<file path="src/asp_pkg.sv">
package asp_pkg;

  // ==========================================================
  // register map (byte addresses over wishbone)
  localparam logic [7:0] ADDR_IRQ_FLAGS = 8'h0c;
  localparam logic [7:0] ADDR_RX_STATUS_CONTROL = 8'h18;
  localparam logic [7:0] ADDR_TX_BUFFER = 8'h19;
  localparam logic [7:0] ADDR_RX_FIFO = 8'h1a;
  localparam logic [7:0] ADDR_IRQ_ENABLES = 8'h8c;
  localparam logic [7:0] ADDR_TX_STATUS_CONTROL = 8'h98;
  localparam logic [7:0] ADDR_BAUD_DIVISOR = 8'h99;
  localparam logic [7:0] ADDR_SLEEP_CONTROL = 8'h9c;

  // ==========================================================
  // field positions
  localparam int TXS_CLOCK_SOURCE = 7;
  localparam int TXS_NINE_BIT = 6;
  localparam int TXS_ENABLE = 5;
  localparam int TXS_SYNC = 4;
  localparam int TXS_HIGH_SPEED = 2;
  localparam int TXS_SHIFTER_EMPTY = 1;
  localparam int TXS_NINTH = 0;
  localparam int RCS_PORT_ENABLE = 7;
  localparam int RCS_NINE_BIT = 6;
  localparam int RCS_SINGLE = 5;
  localparam int RCS_CONTINUOUS = 4;
  localparam int RCS_FRAMING = 2;
  localparam int RCS_OVERRUN = 1;
  localparam int RCS_NINTH = 0;
  localparam int IRQ_RX_READY = 5;
  localparam int IRQ_TX_EMPTY = 4;

  // ==========================================================
  // reset values
  localparam logic [7:0] RST_TX_STATUS_CONTROL = 8'h02;
  localparam logic [7:0] RST_BAUD_DIVISOR = 8'h00;

  // ==========================================================
  // timing: sub-bit ticks per bit, sample points of the majority vote
  localparam logic [3:0] TICKS_LAST = 4'hf;
  localparam logic [3:0] SYNC_TICKS_LAST = 4'h3;
  localparam logic [3:0] SAMPLE_A = 4'h7;
  localparam logic [3:0] SAMPLE_B = 4'h8;
  localparam logic [3:0] SAMPLE_C = 4'h9;
  localparam logic [5:0] PRE_LOW = 6'h03;
  localparam logic [5:0] PRE_HIGH = 6'h00;
  localparam logic [5:0] PRE_SYNC = 6'h00;

  typedef struct packed {
    logic [7:0] data;
    logic ninth;
    logic framing;
  } asp_rx_word_t;

endpackage : asp_pkg

</file>
<file path="src/asp_top.sv">
`timescale 1ns/1ps
// ==========================================================
// Notes on behaviour
// - baud generator is a free-running 8-bit timer, period from baud divisor
// - async low speed bit rate is clock over 64 times divisor plus one
// - async high speed bit rate is clock over 16 times divisor plus one
// - sync mode ignores high speed; rate is clock over 4 times divisor plus one
// - any divisor write clears the generator timer
// - receive pin sampled three times mid-bit, majority decides; x16 recovery
// - frame is start, 8 or 9 data bits LSB first, stop; shared format
// - generator ticks at x16 bit rate at either high speed setting (the prescaler absorbs the x4), x4 in sync mode
// - all async transmit and receive halt during sleep
// - shifter loads from buffer only after previous stop bit, at once if full
// - buffer-empty flag not software clearable; clears on buffer write, sets on enable
// - read-only shifter-empty status bit, polled, no interrupt
// - transmit needs enable, buffered data and a shift clock; preload works
// - clearing transmit enable aborts frame, resets transmitter, releases pin
// - ninth transmit bit captured at shifter load; write it before the data
// - async receiver runs only while continuous receive enable is set
// - after stop bit word goes to fifo if room; ready flag clears when empty
// - two-word fifo; stop bit with fifo full always drops the word; it sets overrun unless a fifo read lands in the same cycle
// - overrun blocks transfers; cleared only by clearing continuous receive
// - framing error set when stop bit sampled as zero
// - framing and ninth bit queued per word; read status before data
// - serial port enable hands pins to the port; clear disables it
// - nine-bit receive select picks nine or eight bit reception
// - generator held in reset while transmit, continuous and single enables clear
module asp_top (
  input wire logic clk_sys_in,
  input wire logic rst_in,
  input wire logic [7:0] wb_adr_in,
  input wire logic [7:0] wb_dat_in,
  input wire logic wb_we_in,
  input wire logic wb_sel_in,
  input wire logic wb_cyc_in,
  input wire logic wb_stb_in,
  output logic [7:0] wb_dat_out,
  output logic wb_ack_out,
  input wire logic receive_pin_in,
  output logic transmit_pin_out,
  output logic transmit_pin_oe_out,
  output logic irq_out
);
  // ==========================================================
  // registers and bus decode
  logic [7:0] txsc_ff, rcsc_ff, baud_ff, ien_ff, txbuf_ff;
  logic sleep_ff, txbuf_full_ff, tx_empty_flag_ff, ack_ff;
  logic [7:0] rdata_ff;
  logic wr, rd;
  logic tx_en, rx_en, high_speed, sync_mode, port_en;
  logic tx_load, fifo_pop, fifo_push, rx_ready;
  asp_pkg::asp_rx_word_t fifo_mem [2];
  logic [1:0] fifo_cnt_ff;
  logic fifo_rp_ff, fifo_wp_ff, overrun_ff;
  logic tsr_busy_ff;

  assign wr = wb_cyc_in && wb_stb_in && wb_we_in && wb_sel_in && !ack_ff;
  assign rd = wb_cyc_in && wb_stb_in && !wb_we_in && !ack_ff;
  assign tx_en = txsc_ff[asp_pkg::TXS_ENABLE];
  assign rx_en = rcsc_ff[asp_pkg::RCS_CONTINUOUS];
  assign high_speed = txsc_ff[asp_pkg::TXS_HIGH_SPEED];
  assign sync_mode = txsc_ff[asp_pkg::TXS_SYNC];
  assign port_en = rcsc_ff[asp_pkg::RCS_PORT_ENABLE];
  assign fifo_pop = rd && wb_adr_in == asp_pkg::ADDR_RX_FIFO && fifo_cnt_ff != 2'h0;
  assign rx_ready = fifo_cnt_ff != 2'h0;
  function automatic logic hit(input logic [7:0] a, input logic [7:0] r);
    hit = a == r;
  endfunction : hit
  always_ff @(posedge clk_sys_in or posedge rst_in)
  begin
    if (rst_in)
      ack_ff <= 1'b0;
    else
      ack_ff <= wb_cyc_in && wb_stb_in && !ack_ff;
  end

  always_ff @(posedge clk_sys_in or posedge rst_in)
  begin
    if (rst_in)
    begin
      txsc_ff <= asp_pkg::RST_TX_STATUS_CONTROL;
      rcsc_ff <= 8'h00;
      baud_ff <= asp_pkg::RST_BAUD_DIVISOR;
      ien_ff <= 8'h00;
      sleep_ff <= 1'b0;
    end
    else if (wr)
    begin
      // status bits are not stored here; they are merged on read
      if (hit(wb_adr_in, asp_pkg::ADDR_TX_STATUS_CONTROL))
        txsc_ff <= wb_dat_in & 8'hf5;
      if (hit(wb_adr_in, asp_pkg::ADDR_RX_STATUS_CONTROL))
        rcsc_ff <= wb_dat_in & 8'hf0;
      if (hit(wb_adr_in, asp_pkg::ADDR_BAUD_DIVISOR))
        baud_ff <= wb_dat_in;
      if (hit(wb_adr_in, asp_pkg::ADDR_IRQ_ENABLES))
        ien_ff <= wb_dat_in;
      if (hit(wb_adr_in, asp_pkg::ADDR_SLEEP_CONTROL))
        sleep_ff <= wb_dat_in[0];
    end
  end

  always_ff @(posedge clk_sys_in or posedge rst_in)
  begin
    if (rst_in)
      rdata_ff <= 8'h00;
    else if (rd)
    begin
      unique case (wb_adr_in)
        asp_pkg::ADDR_TX_STATUS_CONTROL:
          rdata_ff <= {txsc_ff[7:2], !tsr_busy_ff, txsc_ff[0]};
        asp_pkg::ADDR_RX_STATUS_CONTROL:
          rdata_ff <= {rcsc_ff[7:4], 1'b0, fifo_mem[fifo_rp_ff].framing, overrun_ff,
                       fifo_mem[fifo_rp_ff].ninth};
        asp_pkg::ADDR_RX_FIFO: rdata_ff <= fifo_mem[fifo_rp_ff].data;
        asp_pkg::ADDR_TX_BUFFER: rdata_ff <= txbuf_ff;
        asp_pkg::ADDR_BAUD_DIVISOR: rdata_ff <= baud_ff;
        asp_pkg::ADDR_IRQ_ENABLES: rdata_ff <= ien_ff;
        asp_pkg::ADDR_IRQ_FLAGS: rdata_ff <= {2'b00, rx_ready, tx_empty_flag_ff, 4'h0};
        asp_pkg::ADDR_SLEEP_CONTROL: rdata_ff <= {7'h00, sleep_ff};
        default: rdata_ff <= 8'h00;
      endcase
    end
  end
  assign wb_dat_out = rdata_ff;
  assign wb_ack_out = ack_ff;
  always_ff @(posedge clk_sys_in or posedge rst_in)
  begin
    if (rst_in)
      irq_out <= 1'b0;
    else
      irq_out <= (rx_ready && ien_ff[asp_pkg::IRQ_RX_READY])
              || (tx_empty_flag_ff && ien_ff[asp_pkg::IRQ_TX_EMPTY]);
  end

  // ==========================================================
  // baud rate generator: prescaler then 8-bit timer
  logic [5:0] pre_ff;
  logic [7:0] brg_ff;
  logic brg_run, pre_tick, tick;
  logic [5:0] pre_last;
  assign brg_run = (tx_en || rx_en || rcsc_ff[asp_pkg::RCS_SINGLE]) && !sleep_ff;
  // prescale: x64 low speed -> /4 then timer; x16 high speed -> /1 (sync /1 too)
  assign pre_last = sync_mode ? asp_pkg::PRE_SYNC
                  : (high_speed ? asp_pkg::PRE_HIGH : asp_pkg::PRE_LOW);
  assign pre_tick = pre_ff == pre_last;
  always_ff @(posedge clk_sys_in or posedge rst_in)
  begin
    if (rst_in)
    begin
      pre_ff <= 6'h00;
      brg_ff <= 8'h00;
    end
    else if (!brg_run || (wr && hit(wb_adr_in, asp_pkg::ADDR_BAUD_DIVISOR)))
    begin
      pre_ff <= 6'h00;
      brg_ff <= 8'h00;
    end
    else
    begin
      pre_ff <= pre_tick ? 6'h00 : pre_ff + 6'h01;
      if (pre_tick)
        brg_ff <= (brg_ff == baud_ff) ? 8'h00 : brg_ff + 8'h01;
    end
  end
  // tick is clk / (4*(n+1)) low speed, / (n+1) high speed or sync; sync bits are 4 ticks long
  assign tick = brg_run && pre_tick && brg_ff == baud_ff;
  // ==========================================================
  // transmitter
  logic [9:0] tsr_ff;
  logic [3:0] tx_sub_ff, tx_bits_ff, tx_last;
  logic tx_line_ff;
  assign tx_load = tx_en && port_en && txbuf_full_ff && !tsr_busy_ff && tick;
  assign tx_last = sync_mode ? asp_pkg::SYNC_TICKS_LAST : asp_pkg::TICKS_LAST;
  always_ff @(posedge clk_sys_in or posedge rst_in)
  begin
    if (rst_in)
    begin
      txbuf_ff <= 8'h00;
      txbuf_full_ff <= 1'b0;
      tx_empty_flag_ff <= 1'b0;
    end
    else if (wr && hit(wb_adr_in, asp_pkg::ADDR_TX_BUFFER))
    begin
      txbuf_ff <= wb_dat_in;
      txbuf_full_ff <= 1'b1;
      tx_empty_flag_ff <= 1'b0;
    end
    else if (tx_load)
    begin
      txbuf_full_ff <= 1'b0;
      tx_empty_flag_ff <= 1'b1;
    end
    else if (tx_en && !txbuf_full_ff)
      tx_empty_flag_ff <= 1'b1;
  end

  always_ff @(posedge clk_sys_in or posedge rst_in)
  begin
    if (rst_in)
    begin
      tsr_ff <= 10'h3ff;
      tsr_busy_ff <= 1'b0;
      tx_sub_ff <= 4'h0;
      tx_bits_ff <= 4'h0;
      tx_line_ff <= 1'b1;
    end
    else if (!tx_en)
    begin
      tsr_busy_ff <= 1'b0;
      tx_line_ff <= 1'b1;
      tx_sub_ff <= 4'h0;
      tx_bits_ff <= 4'h0;
    end
    else if (tx_load)
    begin
      // ninth bit taken now, so it must be written before the data
      tsr_ff <= {1'b1, txsc_ff[asp_pkg::TXS_NINTH], txbuf_ff};
      tsr_busy_ff <= 1'b1;
      tx_line_ff <= 1'b0; // start bit
      tx_sub_ff <= 4'h0;
      tx_bits_ff <= txsc_ff[asp_pkg::TXS_NINE_BIT] ? 4'ha : 4'h9;
    end
    else if (tsr_busy_ff && tick)
    begin
      tx_sub_ff <= (tx_sub_ff == tx_last) ? 4'h0 : tx_sub_ff + 4'h1;
      if (tx_sub_ff == tx_last)
      begin
        if (tx_bits_ff == 4'h0)
          tsr_busy_ff <= 1'b0;
        else
        begin
          tx_line_ff <= (tx_bits_ff == 4'h1) ? 1'b1 : tsr_ff[0]; // lsb first
          tsr_ff <= {1'b1, tsr_ff[9:1]};
          if (tx_bits_ff == 4'h2 && !txsc_ff[asp_pkg::TXS_NINE_BIT])
            tsr_ff <= 10'h3ff;
          tx_bits_ff <= tx_bits_ff - 4'h1;
        end
      end
    end
  end

  always_ff @(posedge clk_sys_in or posedge rst_in)
  begin
    if (rst_in)
    begin
      transmit_pin_out <= 1'b1;
      transmit_pin_oe_out <= 1'b0;
    end
    else
    begin
      transmit_pin_out <= tx_line_ff;
      transmit_pin_oe_out <= port_en && tx_en;
    end
  end

  // ==========================================================
  // receiver: synchroniser, x16 recovery, majority vote
  logic rx_s1_ff, rx_s2_ff;
  logic [2:0] vote_ff;
  logic [3:0] rx_sub_ff, rx_bits_ff;
  logic [8:0] rsr_ff;
  logic rx_busy_ff, maj, rx_active;
  assign rx_active = rx_en && port_en && !sleep_ff;
  assign maj = (vote_ff[0] & vote_ff[1]) | (vote_ff[1] & vote_ff[2])
             | (vote_ff[0] & vote_ff[2]);
  always_ff @(posedge clk_sys_in or posedge rst_in)
  begin
    if (rst_in)
    begin
      rx_s1_ff <= 1'b1;
      rx_s2_ff <= 1'b1;
    end
    else
    begin
      rx_s1_ff <= receive_pin_in;
      rx_s2_ff <= rx_s1_ff;
    end
  end

  always_ff @(posedge clk_sys_in or posedge rst_in)
  begin
    if (rst_in)
    begin
      rx_busy_ff <= 1'b0;
      rx_sub_ff <= 4'h0;
      rx_bits_ff <= 4'h0;
      rsr_ff <= 9'h000;
      vote_ff <= 3'h7;
    end
    else if (!rx_en)
    begin
      rx_busy_ff <= 1'b0;
      rx_sub_ff <= 4'h0;
    end
    else if (rx_active && tick)
    begin
      if (!rx_busy_ff)
      begin
        if (!rx_s2_ff)
        begin
          rx_busy_ff <= 1'b1;
          rx_sub_ff <= 4'h1;
          rx_bits_ff <= 4'h0;
        end
      end
      else
      begin
        rx_sub_ff <= rx_sub_ff + 4'h1;
        if (rx_sub_ff == asp_pkg::SAMPLE_A)
          vote_ff[0] <= rx_s2_ff;
        if (rx_sub_ff == asp_pkg::SAMPLE_B)
          vote_ff[1] <= rx_s2_ff;
        if (rx_sub_ff == asp_pkg::SAMPLE_C)
          vote_ff[2] <= rx_s2_ff;
        if (rx_sub_ff == asp_pkg::TICKS_LAST)
        begin
          rx_bits_ff <= rx_bits_ff + 4'h1;
          if (rx_bits_ff == 4'h0 && maj)
            rx_busy_ff <= 1'b0; // false start
          else if (rx_bits_ff != 4'h0)
          begin
            if (rx_bits_ff == (rcsc_ff[asp_pkg::RCS_NINE_BIT] ? 4'ha : 4'h9))
              rx_busy_ff <= 1'b0;
            else
              rsr_ff <= {maj, rsr_ff[8:1]}; // lsb first
          end
        end
      end
    end
  end

  logic stop_done;
  assign stop_done = rx_active && tick && rx_busy_ff && rx_sub_ff == asp_pkg::TICKS_LAST
                   && rx_bits_ff == (rcsc_ff[asp_pkg::RCS_NINE_BIT] ? 4'ha : 4'h9);
  assign fifo_push = stop_done && !overrun_ff && fifo_cnt_ff != 2'h2;
  asp_pkg::asp_rx_word_t rx_word;
  always_comb
  begin
    rx_word.ninth = rcsc_ff[asp_pkg::RCS_NINE_BIT] ? rsr_ff[8] : 1'b0;
    rx_word.data = rcsc_ff[asp_pkg::RCS_NINE_BIT] ? rsr_ff[7:0] : rsr_ff[8:1];
    rx_word.framing = !maj;
  end
  always_ff @(posedge clk_sys_in)
  begin
    if (fifo_push)
      fifo_mem[fifo_wp_ff] <= rx_word;
  end
  always_ff @(posedge clk_sys_in or posedge rst_in)
  begin
    if (rst_in)
    begin
      fifo_cnt_ff <= 2'h0;
      fifo_rp_ff <= 1'b0;
      fifo_wp_ff <= 1'b0;
      overrun_ff <= 1'b0;
    end
    else
    begin
      if (!rx_en)
        overrun_ff <= 1'b0;
      else if (stop_done && fifo_cnt_ff == 2'h2 && !fifo_pop)
        overrun_ff <= 1'b1;
      if (fifo_push)
        fifo_wp_ff <= !fifo_wp_ff;
      if (fifo_pop)
        fifo_rp_ff <= !fifo_rp_ff;
      fifo_cnt_ff <= fifo_cnt_ff + {1'b0, fifo_push} - {1'b0, fifo_pop};
    end
  end

  // ==========================================================
  // checks
  AST_TX_EMPTY_FLAG: assert property (@(posedge clk_sys_in) disable iff (rst_in)
    (tx_load && !(wr && hit(wb_adr_in, asp_pkg::ADDR_TX_BUFFER))) |=> tx_empty_flag_ff
    && !txbuf_full_ff) else $error("flag not set after load");
  AST_BUF_WRITE_CLEARS: assert property (@(posedge clk_sys_in) disable iff (rst_in)
    (wr && wb_adr_in == asp_pkg::ADDR_TX_BUFFER) |=> !tx_empty_flag_ff)
    else $error("buffer write did not clear flag");
  AST_ABORT: assert property (@(posedge clk_sys_in) disable iff (rst_in)
    !tx_en |=> !tsr_busy_ff && !transmit_pin_oe_out) else $error("abort failed");
  AST_DIV_RESET: assert property (@(posedge clk_sys_in) disable iff (rst_in)
    (wr && wb_adr_in == asp_pkg::ADDR_BAUD_DIVISOR) |=> brg_ff == 8'h00)
    else $error("divisor write did not clear timer");
  AST_BRG_HOLD: assert property (@(posedge clk_sys_in) disable iff (rst_in)
    !brg_run |=> pre_ff == 6'h00 && brg_ff == 8'h00) else $error("generator not held");
  AST_OVERRUN: assert property (@(posedge clk_sys_in) disable iff (rst_in)
    (stop_done && fifo_cnt_ff == 2'h2 && !fifo_pop && rx_en) |=> overrun_ff)
    else $error("overrun not flagged");
  AST_NO_PUSH_OVERRUN: assert property (@(posedge clk_sys_in) disable iff (rst_in)
    overrun_ff |-> !fifo_push) else $error("push during overrun");
  AST_NO_LOAD_BUSY: assert property (@(posedge clk_sys_in) disable iff (rst_in)
    tsr_busy_ff |-> !tx_load) else $error("load while shifter busy");
  AST_FIFO_BOUND: assert property (@(posedge clk_sys_in) disable iff (rst_in)
    fifo_cnt_ff <= 2'h2) else $error("fifo count out of range");

endmodule : asp_top

</file>
<file path="config.mk">
export PLATFORM = sky130hd
export DESIGN_NAME = asp_top
export DESIGN_NICKNAME = d
export VERILOG_FILES = /design/src/asp_pkg.sv /design/src/asp_top.sv
export SDC_FILE = /design/constraint.sdc
export NUM_CORES = 1
export LEC_CHECK = 0
export ABC_AREA = 1
export BUFFER_PORTS_ARGS = -buffer_cell sky130_fd_sc_hd__buf_2
export CORE_ASPECT_RATIO = 0.75
export CORE_MARGIN = 2
export CORE_UTILIZATION = 40
export CTS_CLUSTER_DIAMETER = 100
export DETAILED_ROUTE_END_ITERATION = 12
export SLEW_MARGIN = 40
export SYNTH_ARGS = -nofsm -noshare
export SYNTH_HDL_FRONTEND = slang
export SYNTH_SLANG_ARGS = --single-unit
</file>
<file path="constraint.sdc">
create_clock -name clk_sys_in -period 3.4 [get_ports clk_sys_in]
set_input_delay 0.51 -clock clk_sys_in [delete_from_list [all_inputs] [get_ports clk_sys_in]]
set_output_delay 0.51 -clock clk_sys_in [all_outputs]
set_load 0.005 [all_outputs]
</file>
Word-level counts from Yosys, hierarchy flattened
Memories as Yosys holds them, arrays and structs flattened. Cells that the tools add are included. W data, S select, Z words.

Add/subtract/negate cells: 8. Equal/unequal tests: 30. Mux-type cells: 62. Bitwise gates (word level): 7. Reductions and logical operators: 73.

Operator list (count): $mux W4 (17); $pmux W8 S8 (1); $mux W10 (4); $logic_and A1 B1 Y1 (34); $eq A8 B8 Y1 const B (4); $mux W8 (4); $mux W1 (29); $eq A8 B5 Y1 const B (3); $reduce_and A4 Y1 (5); $add A4 B1 Y4 const B (3); $eq A4 B4 Y1 const B (3); $logic_not A1 Y1 (12); $mux W6 (2); $reduce_and A2 Y1 (6); $reduce_bool A2 Y1 (5); $mux W9 (1); $ne A3 B1 Y1 const B (3); $add A8 B1 Y8 const B (1); $eq A4 B4 Y1 (2); $eq A8 B4 Y1 const B (1); $eq A8 B8 Y1 (1); $logic_not A4 Y1 (2); $mux W2 (4); $ne A2 B1 Y1 const B (4); 20 further kinds (29).

Register bits: 112. Bits in writable memories: 20. Input port bits: 23. Output and inout bits: 12. Word-level logic and storage cells: 214. Memories: 1.

Memory list: fifo_mem (depth 2, bits a word 10, read ports 1, clocked after memory_dff 0, wr ports 1, RTL line asp_top.sv:52) `asp_pkg::asp_rx_word_t fifo_mem [2];`.

Logic depth before layout (Yosys ltp)
Gate-level depths: netlist (run 1).

Word-level depth: 13. Gate-level depth with buffers: 13.

Least setup slack after synthesis (run 1)
No wires, ideal clock.

Kind: reg-to-reg. Start: register rx_sub_ff[0]. End: memory fifo_mem[1][0] in the netlist's numbering, enable pin. Library setup time: 0.376 ns. Arrival: 1.777 ns. Required time: 3.024 ns. Slack: 1.247 ns. Stages on the path, launching flop included: 10. Path buffers: 0. Period minus slack after synthesis: 2.153 ns. Cell sequence: dfrtp_1 ha_1 nand2_1 nor2_1 inv_1 nor2_1 nand4_1 nor2_1 nand2_1 nor2_1.

Word-level cells in the longest chain between the ends: 7.

RTL lines: start: declaration (RTL line asp_top.sv:261) `logic [3:0] rx_sub_ff, rx_bits_ff;`; start signal: assignment (RTL line asp_top.sv:309) `rx_sub_ff <= rx_sub_ff + 4'h1;`; $eq A4 B4 Y1 (RTL line asp_top.sv:334) `assign stop_done = rx_active && tick && rx_busy_ff && rx_sub_ff == asp_pkg::TICKS_LAST`; $logic_and A1 B1 Y1 (RTL line asp_top.sv:334); $logic_and A1 B1 Y1 (RTL line asp_top.sv:335) `&& rx_bits_ff == (rcsc_ff[asp_pkg::RCS_NINE_BIT] ? 4'ha : 4'h9);`; $logic_and A1 B1 Y1 (2 in series) (RTL line asp_top.sv:336) `assign fifo_push = stop_done && !overrun_ff && fifo_cnt_ff != 2'h2;`; $mux W1 (RTL line asp_top.sv:346) `if (fifo_push)`; $mux W1 (implied by the code) (RTL line asp_top.sv:347) `fifo_mem[fifo_wp_ff] <= rx_word;`; end: declaration (RTL line asp_top.sv:52).

No other way between the ends.

Worst setup path in the final report (run 1)
Start: register txsc_ff[5]. End: memory fifo_mem[0][2] in the netlist's numbering, enable pin.

Word-level cells in the longest chain between the ends: 13.

RTL lines: start: declaration (RTL line asp_top.sv:46) `logic [7:0] txsc_ff, rcsc_ff, baud_ff, ien_ff, txbuf_ff;`; start signal: assignment (RTL line asp_top.sv:81) `txsc_ff <= asp_pkg::RST_TX_STATUS_CONTROL;`; start signal: assignment (RTL line asp_top.sv:91) `txsc_ff <= wb_dat_in & 8'hf5;`; $logic_or A1 B1 Y1 (2 in series) (RTL line asp_top.sv:142) `assign brg_run = (tx_en || rx_en || rcsc_ff[asp_pkg::RCS_SINGLE]) && !sleep_ff;`; $logic_and A1 B1 Y1 (RTL line asp_top.sv:142); $logic_and A1 B1 Y1 (2 in series) (RTL line asp_top.sv:167) `assign tick = brg_run && pre_tick && brg_ff == baud_ff;`; $logic_and A1 B1 Y1 (3 in series) (RTL line asp_top.sv:334); $logic_and A1 B1 Y1 (RTL line asp_top.sv:335); $logic_and A1 B1 Y1 (2 in series) (RTL line asp_top.sv:336); $mux W1 (RTL line asp_top.sv:346); $mux W1 (implied by the code) (RTL line asp_top.sv:347).

No other way between the ends.

==> results of run 1 <==
[power groups by stage]
stage | combinational, W | sequential [W] | clock, W
detailed placement | 0.0000975 | 0.00162 | 0
CTS | 0.0000979 | 0.00159 | 0.00192
finish | 0.0000958 | 0.00159 | 0.00189
global placement | 0.0000978 | 0.00162 | 0
floorplan | 0.0000519 | 0.00162 | 0
global route | 0.000110 | 0.00159 | 0.00199
[stage by stage]
stage	hold WS (ns)	std cells	power, W	worst slack, ns	utilization, %
global placement	0.350	1064	0.00172	0.978	43.7
global route	0.203	1096	0.00369	0.805	47.5
finish	0.162	1096	0.00358	1.04	47.5
detailed placement	0.355	1064	0.00172	0.868	43.7
floorplan	0.345	830	0.00167	0.0142	-
CTS	0.210	1096	0.00361	1.06	47.5
[cell families after synthesis]
kind of cell / after synthesis
AO/OA/AOI/OAI: 142
XOR/XNOR: 10
adder cells (fa/ha/maj): 13
buffers and inverters: 145
flip-flops: 130
AND/OR/NAND/NOR: 390
[per-layer routing]
metal	vias to the layer above	wire (um)	part of all wire [%]
met5	-	0	0
met3	12	1290	7.8
met2	166	6170	38
li1	2740	-	-
met4	0	153	0.93
met1	2459	8820	54
[worst register-to-register path, cell delays in order, from the launching register on]
cell     delay, ns
dfrtp_1       0.58
inv_1         0.18
nand3_1       0.12
nand2_1       0.10
nor2_4        0.27
nand4_1       0.15
nor2_1        0.21
nand2_1       0.12
nor2_1        0.11
buf_4         0.21
[sequential cells by signal (all words and copies together) (netlist names), 4 cells and up]
| name | flops |
|---|---|
| pre_ff | 6 |
| tx_sub_ff | 4 |
| tx_bits_ff | 4 |
| brg_ff | 8 |
| rsr_ff | 9 |
| baud_ff | 8 |
| rx_sub_ff | 4 |
| txbuf_ff | 8 |
| txsc_ff | 6 |
| rcsc_ff | 4 |
| ien_ff | 8 |
| wb_dat_out | 8 |
| tsr_ff | 9 |
| rx_bits_ff | 4 |
| fifo_mem | 20 |
[cells in the final DEF, fill, tap and decap left out, drive strengths merged, types with 3 or more instances in the layout]
| master | synthesis | final |
|---|---|---|
| a21oi | 23 | 23 |
| buf | 7 | 38 |
| bufinv | 0 | 3 |
| clkbuf | 7 | 20 |
| clkinv | 2 | 7 |
| dfrtp | 94 | 94 |
| dfstp | 16 | 16 |
| edfxtp | 20 | 20 |
| ha | 13 | 13 |
| inv | 129 | 131 |
| nand2 | 246 | 246 |
| nand3 | 42 | 42 |
| nand4 | 12 | 12 |
| nor2 | 73 | 73 |
| nor3 | 12 | 12 |
| o21ai | 103 | 103 |
| o22ai | 4 | 4 |
| o31ai | 3 | 3 |
| xor2 | 9 | 9 |
[worst min path at each step]
stage                     cells past startpoint        end  slack, ns
after floorplan                               0   rx_s2_ff       0.35
after global placement                        0   rx_s2_ff       0.35
after detailed placement                      0   rx_s2_ff       0.35
after CTS                                     1   rx_s1_ff       0.21
after global routing                          2  rsr_ff[0]       0.20
final                                         2  rsr_ff[6]       0.16
[layout make-up]
class                      count  area [um^2]
inverter                     131          497
clock buffer                  20          457
tap                          210          263
multi-input combinational    555         2720
fill                        1568         8490
sequential                   130         3370
clock inverter                12          155
timing repair buffer          38          213
==> flow_summary.json, run 1 <==
{
  "start_util_pct": 41.2,
  "hold_class": "input port to async pin",
  "fin_nets": 909,
  "yosysTopAreaCell": "dfrtp_1",
  "portBuffers": 34,
  "ys_seq_elements": 130,
  "die_h_um": 116,
  "drc": 0,
  "synth_area_leaders": "dfrtp_1, nand2_1, edfxtp_1",
  "power_density_nw_per_um2": 466,
  "setup_tns_ns": 0,
  "clock_latency_ns": 0.42,
  "diodes": 0,
  "synth-edff-count": 20,
  "num_rows": 40,
  "arrival_ns": 2.48,
  "wl_um": 16400,
  "yosys.area_share.simple_pct": 25.8,
  "reg2reg_slack_ns": 1.04,
  "synth_top_family_by_area": "simple AND/OR/NAND/NOR gates",
  "gp_congestion": 0.902,
  "cts-root-buf": "clkbuf_16",
  "critical_path_class": "register to register",
  "fin_skew_ns": 0.00913,
  "max_freq_mhz": 423,
  "critPathLaunch": "txsc_ff[5]",
  "synth_fa_ha_area_share_pct": 2.44,
  "synthCells": 830,
  "r2r_cells": 9,
  "max-vdd-ir-drop_mv": 0.261,
  "cts_resized": 0,
  "numCtsBuffers": 17,
  "layout-drive-gt1-share_pct": 12.9,
  "r2r-end": "fifo_mem[0][2]",
  "via_per_inst": 4.91,
  "htree_levels": 4,
  "yosys.cell_count.top_type": "nand2_1",
  "synth-compound-area-share_pct": 11.3,
  "grt_use_met2_pct": 25.7,
  "synth_top_area_share_pct": 35.3,
  "cts_hold_buf": 0,
  "post-route-period-util_pct": 69.5,
  "dieArea_um2": 17700,
  "p_switching_w": 0.000775,
  "netlist-cell-type-count": 41,
  "core-area_um2": 16200,
  "p_clk_share_pct": 52.8,
  "stdcell_area_um2": 7680,
  "grt_antenna_before_repair": 0,
  "finalSetupViolations": 0,
  "synth_xor_area_share_pct": 1.32,
  "syn_avg_cell_area_um2": 8.02,
  "overflow": 0,
  "fin_crit_ns": 2.36,
  "slew_violations": 0,
  "cts_tree": "built",
  "grt_first_pass_wirelength_um": 27200,
  "syn_to_final_growth_pct": 15.4,
  "hpwlAfterDp_um": 12100,
  "synth_ff_type": "dfrtp_1",
  "synthArstFlopShare_pct": 84.6,
  "grt_util_met1_pct": 32.5,
  "wire_per_inst_um": 15.0,
  "status": "complete, no violations",
  "critPathCapture": "fifo_mem[0][2]",
  "pwr-share-seq_pct": 44.5,
  "grt_max_degree": 60,
  "end_kind": "register",
  "die_w_um": 153,
  "slowest_delay_ns": 0.58,
  "clock_path_buffers": 2,
  "antenna_left": 0,
  "grt_use_total_pct": 19.9,
  "cpLargestDelayFamily": "simple AND/OR/NAND/NOR gates",
  "post-cts-setup-buffers": 0,
  "cp.required_ns": 3.52,
  "synth.mux.area_fraction_pct": 0,
  "tightest_slew_ns": 0.607,
  "synth_common_cells": "nand2_1, inv_1, o21ai_0, dfrtp_1, nor2_1",
  "grt_pass1_vias": 5000,
  "combPwrFrac_pct": 2.7,
  "drt_iter0_markers": 434,
  "path_max_fanout": 10,
  "syn_nets": 866,
  "rsz0062_at_grt": "no",
  "vias": 5377,
  "cp.depth": 9,
  "dr.pass1.iters": 5,
  "pin_count": 35,
  "rr_startpoint": "txsc_ff[5]",
  "use_met3_pct": 5.01,
  "placed_area_um2": 7060,
  "power_leakage_nw": 3.66,
  "syn_area_um2": 6660,
  "hold_viol": 0,
  "clk_pin_slew_ns": 0.06,
  "cp_slowest_cell": "dfrtp_1",
  "cap_violations": 0,
  "startpoint_type": "register",
  "synth_warnings": 0,
  "gr-max-usage-layer": "met1",
  "path_buf_inv": 2,
  "cts_sinks": 130,
  "swShare_pct": 21.7,
  "intPower_w": 0.00280,
  "slew_headroom_pct": 59.5,
  "seq_area_frac_synth_pct": 50.7,
  "crit_chain": "inv_1 > nand3_1 > nand2_1 > nor2_4 > nand4_1 > nor2_1 > nand2_1 > nor2_1 > buf_4"
}
(Power assumes the default switching activity.)
==> inputs of run 2 (changes only) <==
==> constraint.sdc (replaced) <==
create_clock -name clk_sys_in -period 2 [get_ports clk_sys_in]
set_input_delay 0.3 -clock clk_sys_in [delete_from_list [all_inputs] [get_ports clk_sys_in]]
set_output_delay 0.3 -clock clk_sys_in [all_outputs]
set_load 0.005 [all_outputs]
==> flow_summary.json, run 2 (synthesis gave the netlist of run 1 again) <==
{
  "status": "complete, no violations",
  "syn_to_final_growth_pct": 22.8,
  "dieArea_um2": 17700,
  "fin_skew_ns": 0.00951,
  "path_buf_inv": 2,
  "rsz0062_at_grt": "yes",
  "fin_crit_ns": 1.99,
  "num_rows": 40,
  "power_density_nw_per_um2": 735,
  "pre_cts_slack_ns": 0.0136,
  "grt_antenna_before_repair": 0,
  "slew_violations": 0,
  "clk_pin_slew_ns": 0.06,
  "clock_path_buffers": 2,
  "overflow": 0,
  "diodes": 0,
  "critical_path_class": "register to register",
  "slew_headroom_pct": 63.0,
  "grt_max_degree": 46,
  "pin_count": 35,
  "max_freq_mhz": 502,
  "regArea_um2": 3380,
  "hold_path_depth": 3,
  "drc": 0,
  "wl_um": 17700,
  "cap_violations": 0,
  "stdcell_area_um2": 8180,
  "multi_input_area_um2": 2820,
  "rr_startpoint": "rx_sub_ff[0]",
  "hold_viol": 0,
  "hpwlAfterDp_um": 12400,
  "hold_ws_ns": 0.119,
  "regMostFlops": "fifo_mem",
  "tightest_slew_ns": 0.554,
  "final_common_cell": "nand2_1",
  "path_max_fanout": 5,
  "dr.pass1.iters": 5,
  "via_per_inst": 4.91,
  "die_w_um": 153,
  "cp.required_ns": 2.14,
  "grt_use_total_pct": 20.3,
  "cts-root-buf": "clkbuf_16",
  "startpoint_type": "register",
  "arrival_ns": 2.13,
  "cp_slowest_cell": "dfrtp_1",
  "clock_latency_ns": 0.42,
  "top_regs": "fifo_mem (20), rsr_ff (9), tsr_ff (9)",
  "slowest_delay_ns": 0.39,
  "die_h_um": 116,
  "critPathLaunch": "rx_sub_ff[0]",
  "r2r-end": "fifo_mem[0][5]",
  "core-area_um2": 16200,
  "antenna_left": 0,
  "start_util_pct": 41.2,
  "vias": 5636,
  "grt_first_pass_wirelength_um": 27800,
  "gp_congestion": 0.908,
  "cpLargestDelayFamily": "simple AND/OR/NAND/NOR gates",
  "wire_per_inst_um": 15.4,
  "drt_iter0_markers": 497,
  "fillerInstances": 1526,
  "mostFrequentLayoutCells": "nand2_1, inv_1, o21ai_0",
  "total_power_w": 0.00601,
  "fin_nets": 960,
  "hold_class": "input port to register",
  "post-route-period-util_pct": 99.6,
  "max-vdd-ir-drop_mv": 0.375,
  "placed_area_um2": 7290,
  "power_leakage_nw": 3.90,
  "largest_reg_flops": 20,
  "fin_ws_ns": 0.00780,
  "numCtsBuffers": 17,
  "cts_sinks": 130,
  "finalSetupViolations": 0,
  "crit_path_frequent_cell": "nor2_4",
  "portBuffers": 34,
  "htree_levels": 4,
  "end_kind": "register",
  "r2r_cells": 10,
  "cp.depth": 10,
  "critPathCapture": "fifo_mem[0][5]",
  "reg2reg_slack_ns": 0.008,
  "layout-drive-gt1-share_pct": 19.5,
  "grt_pass1_vias": 5019,
  "cts_tree": "built",
  "crit_chain": "ha_2 > nand2_4 > nor2_4 > inv_2 > nor2_4 > nand4_1 > nor2_2 > nand2_2 > nor2_4 > buf_6"
}
[run 2: cell count changes in the layout (fill, tap and decap cells not counted), sizes merged]
cell         before  now
buf              38   84
bufinv            3    1
clkbuf           20   22
clkinv            7    4
clkinvlp          2    7
dlygate4sd3       0    2
inv             131  129
nand3            42   43
nor2             73   75
[run 2: final cells by class]
class,count,share of cell area (%)
Clock buffer,22,6.18
Clock inverter,10,1.19
Inverter,131,6.06
Multi-Input combinational cell,558,34.4
Sequential cell,130,41.3
Tap cell,210,3.21
Timing Repair Buffer,86,7.61
[run 2: worst min-delay path by stage]
stage	from	to	slack, ns
6_report	wb_stb_in	wb_ack_out	0.12
2_1_floorplan	receive_pin_in	rx_s1_ff	0.30
3_5_place_dp	rx_s1_ff	rx_s2_ff	0.35
4_1_cts	wb_stb_in	wb_ack_out	0.11
3_3_place_gp	rx_s1_ff	rx_s2_ff	0.35
5_1_grt	wb_stb_in	wb_ack_out	0.12
[run 2: worst reg2reg max path, delay by kind of cell (launching register included)]
family | cells | cell delay [ns]
buffers and inverters | 2 | 0.20
flip-flops | 1 | 0.39
AND/OR/NAND/NOR | 7 | 0.89
adder cells (fa/ha/maj) | 1 | 0.23
[run 2: power by group]
group / total (W) / internal (W) / switching (W)
clock: 0.00311 / 0.00192 / 0.00119
sequential: 0.00271 / 0.00270 / 0.00000890
combinational: 0.000191 / 0.0000599 / 0.000131
total: 0.00601 / 0.00467 / 0.00133
[run 2: repair_timing]
| item | CTS | global route |
|---|---|---|
| gates cloned | 0 | 5 |
| pin swaps | 0 | 12 |
| setup endpoints to repair | 10 | 39 |
| buffers inserted | 0 | 17 |
| gates resized for setup | 1 | 32 |
| hold endpoints to repair | 19 | 0 |
| hold buffers | 2 | 0 |
[run 2: through the flow]
| stage | setup TNS [ns] | std cells | utilization (%) |
|---|---|---|---|
| after floorplan | -3.06 | 830 | - |
| after detailed placement | 0 | 1091 | 45.1 |
| after global placement | 0 | 1091 | 45.1 |
| final | 0 | 1147 | 50.6 |
| after CTS | 0 | 1125 | 49.0 |
| after global routing | -0.991 | 1147 | 50.6 |
[run 2: metal layers]
metal / track usage (%) / vias up / share of wire [%]
met5: 0 / - / 0
met4: 4.69 / 0 / 1.0
met3: 5.05 / 15 / 7.5
met2: 27.0 / 191 / 39
met1: 32.7 / 2583 / 52
li1: - / 2847 / -
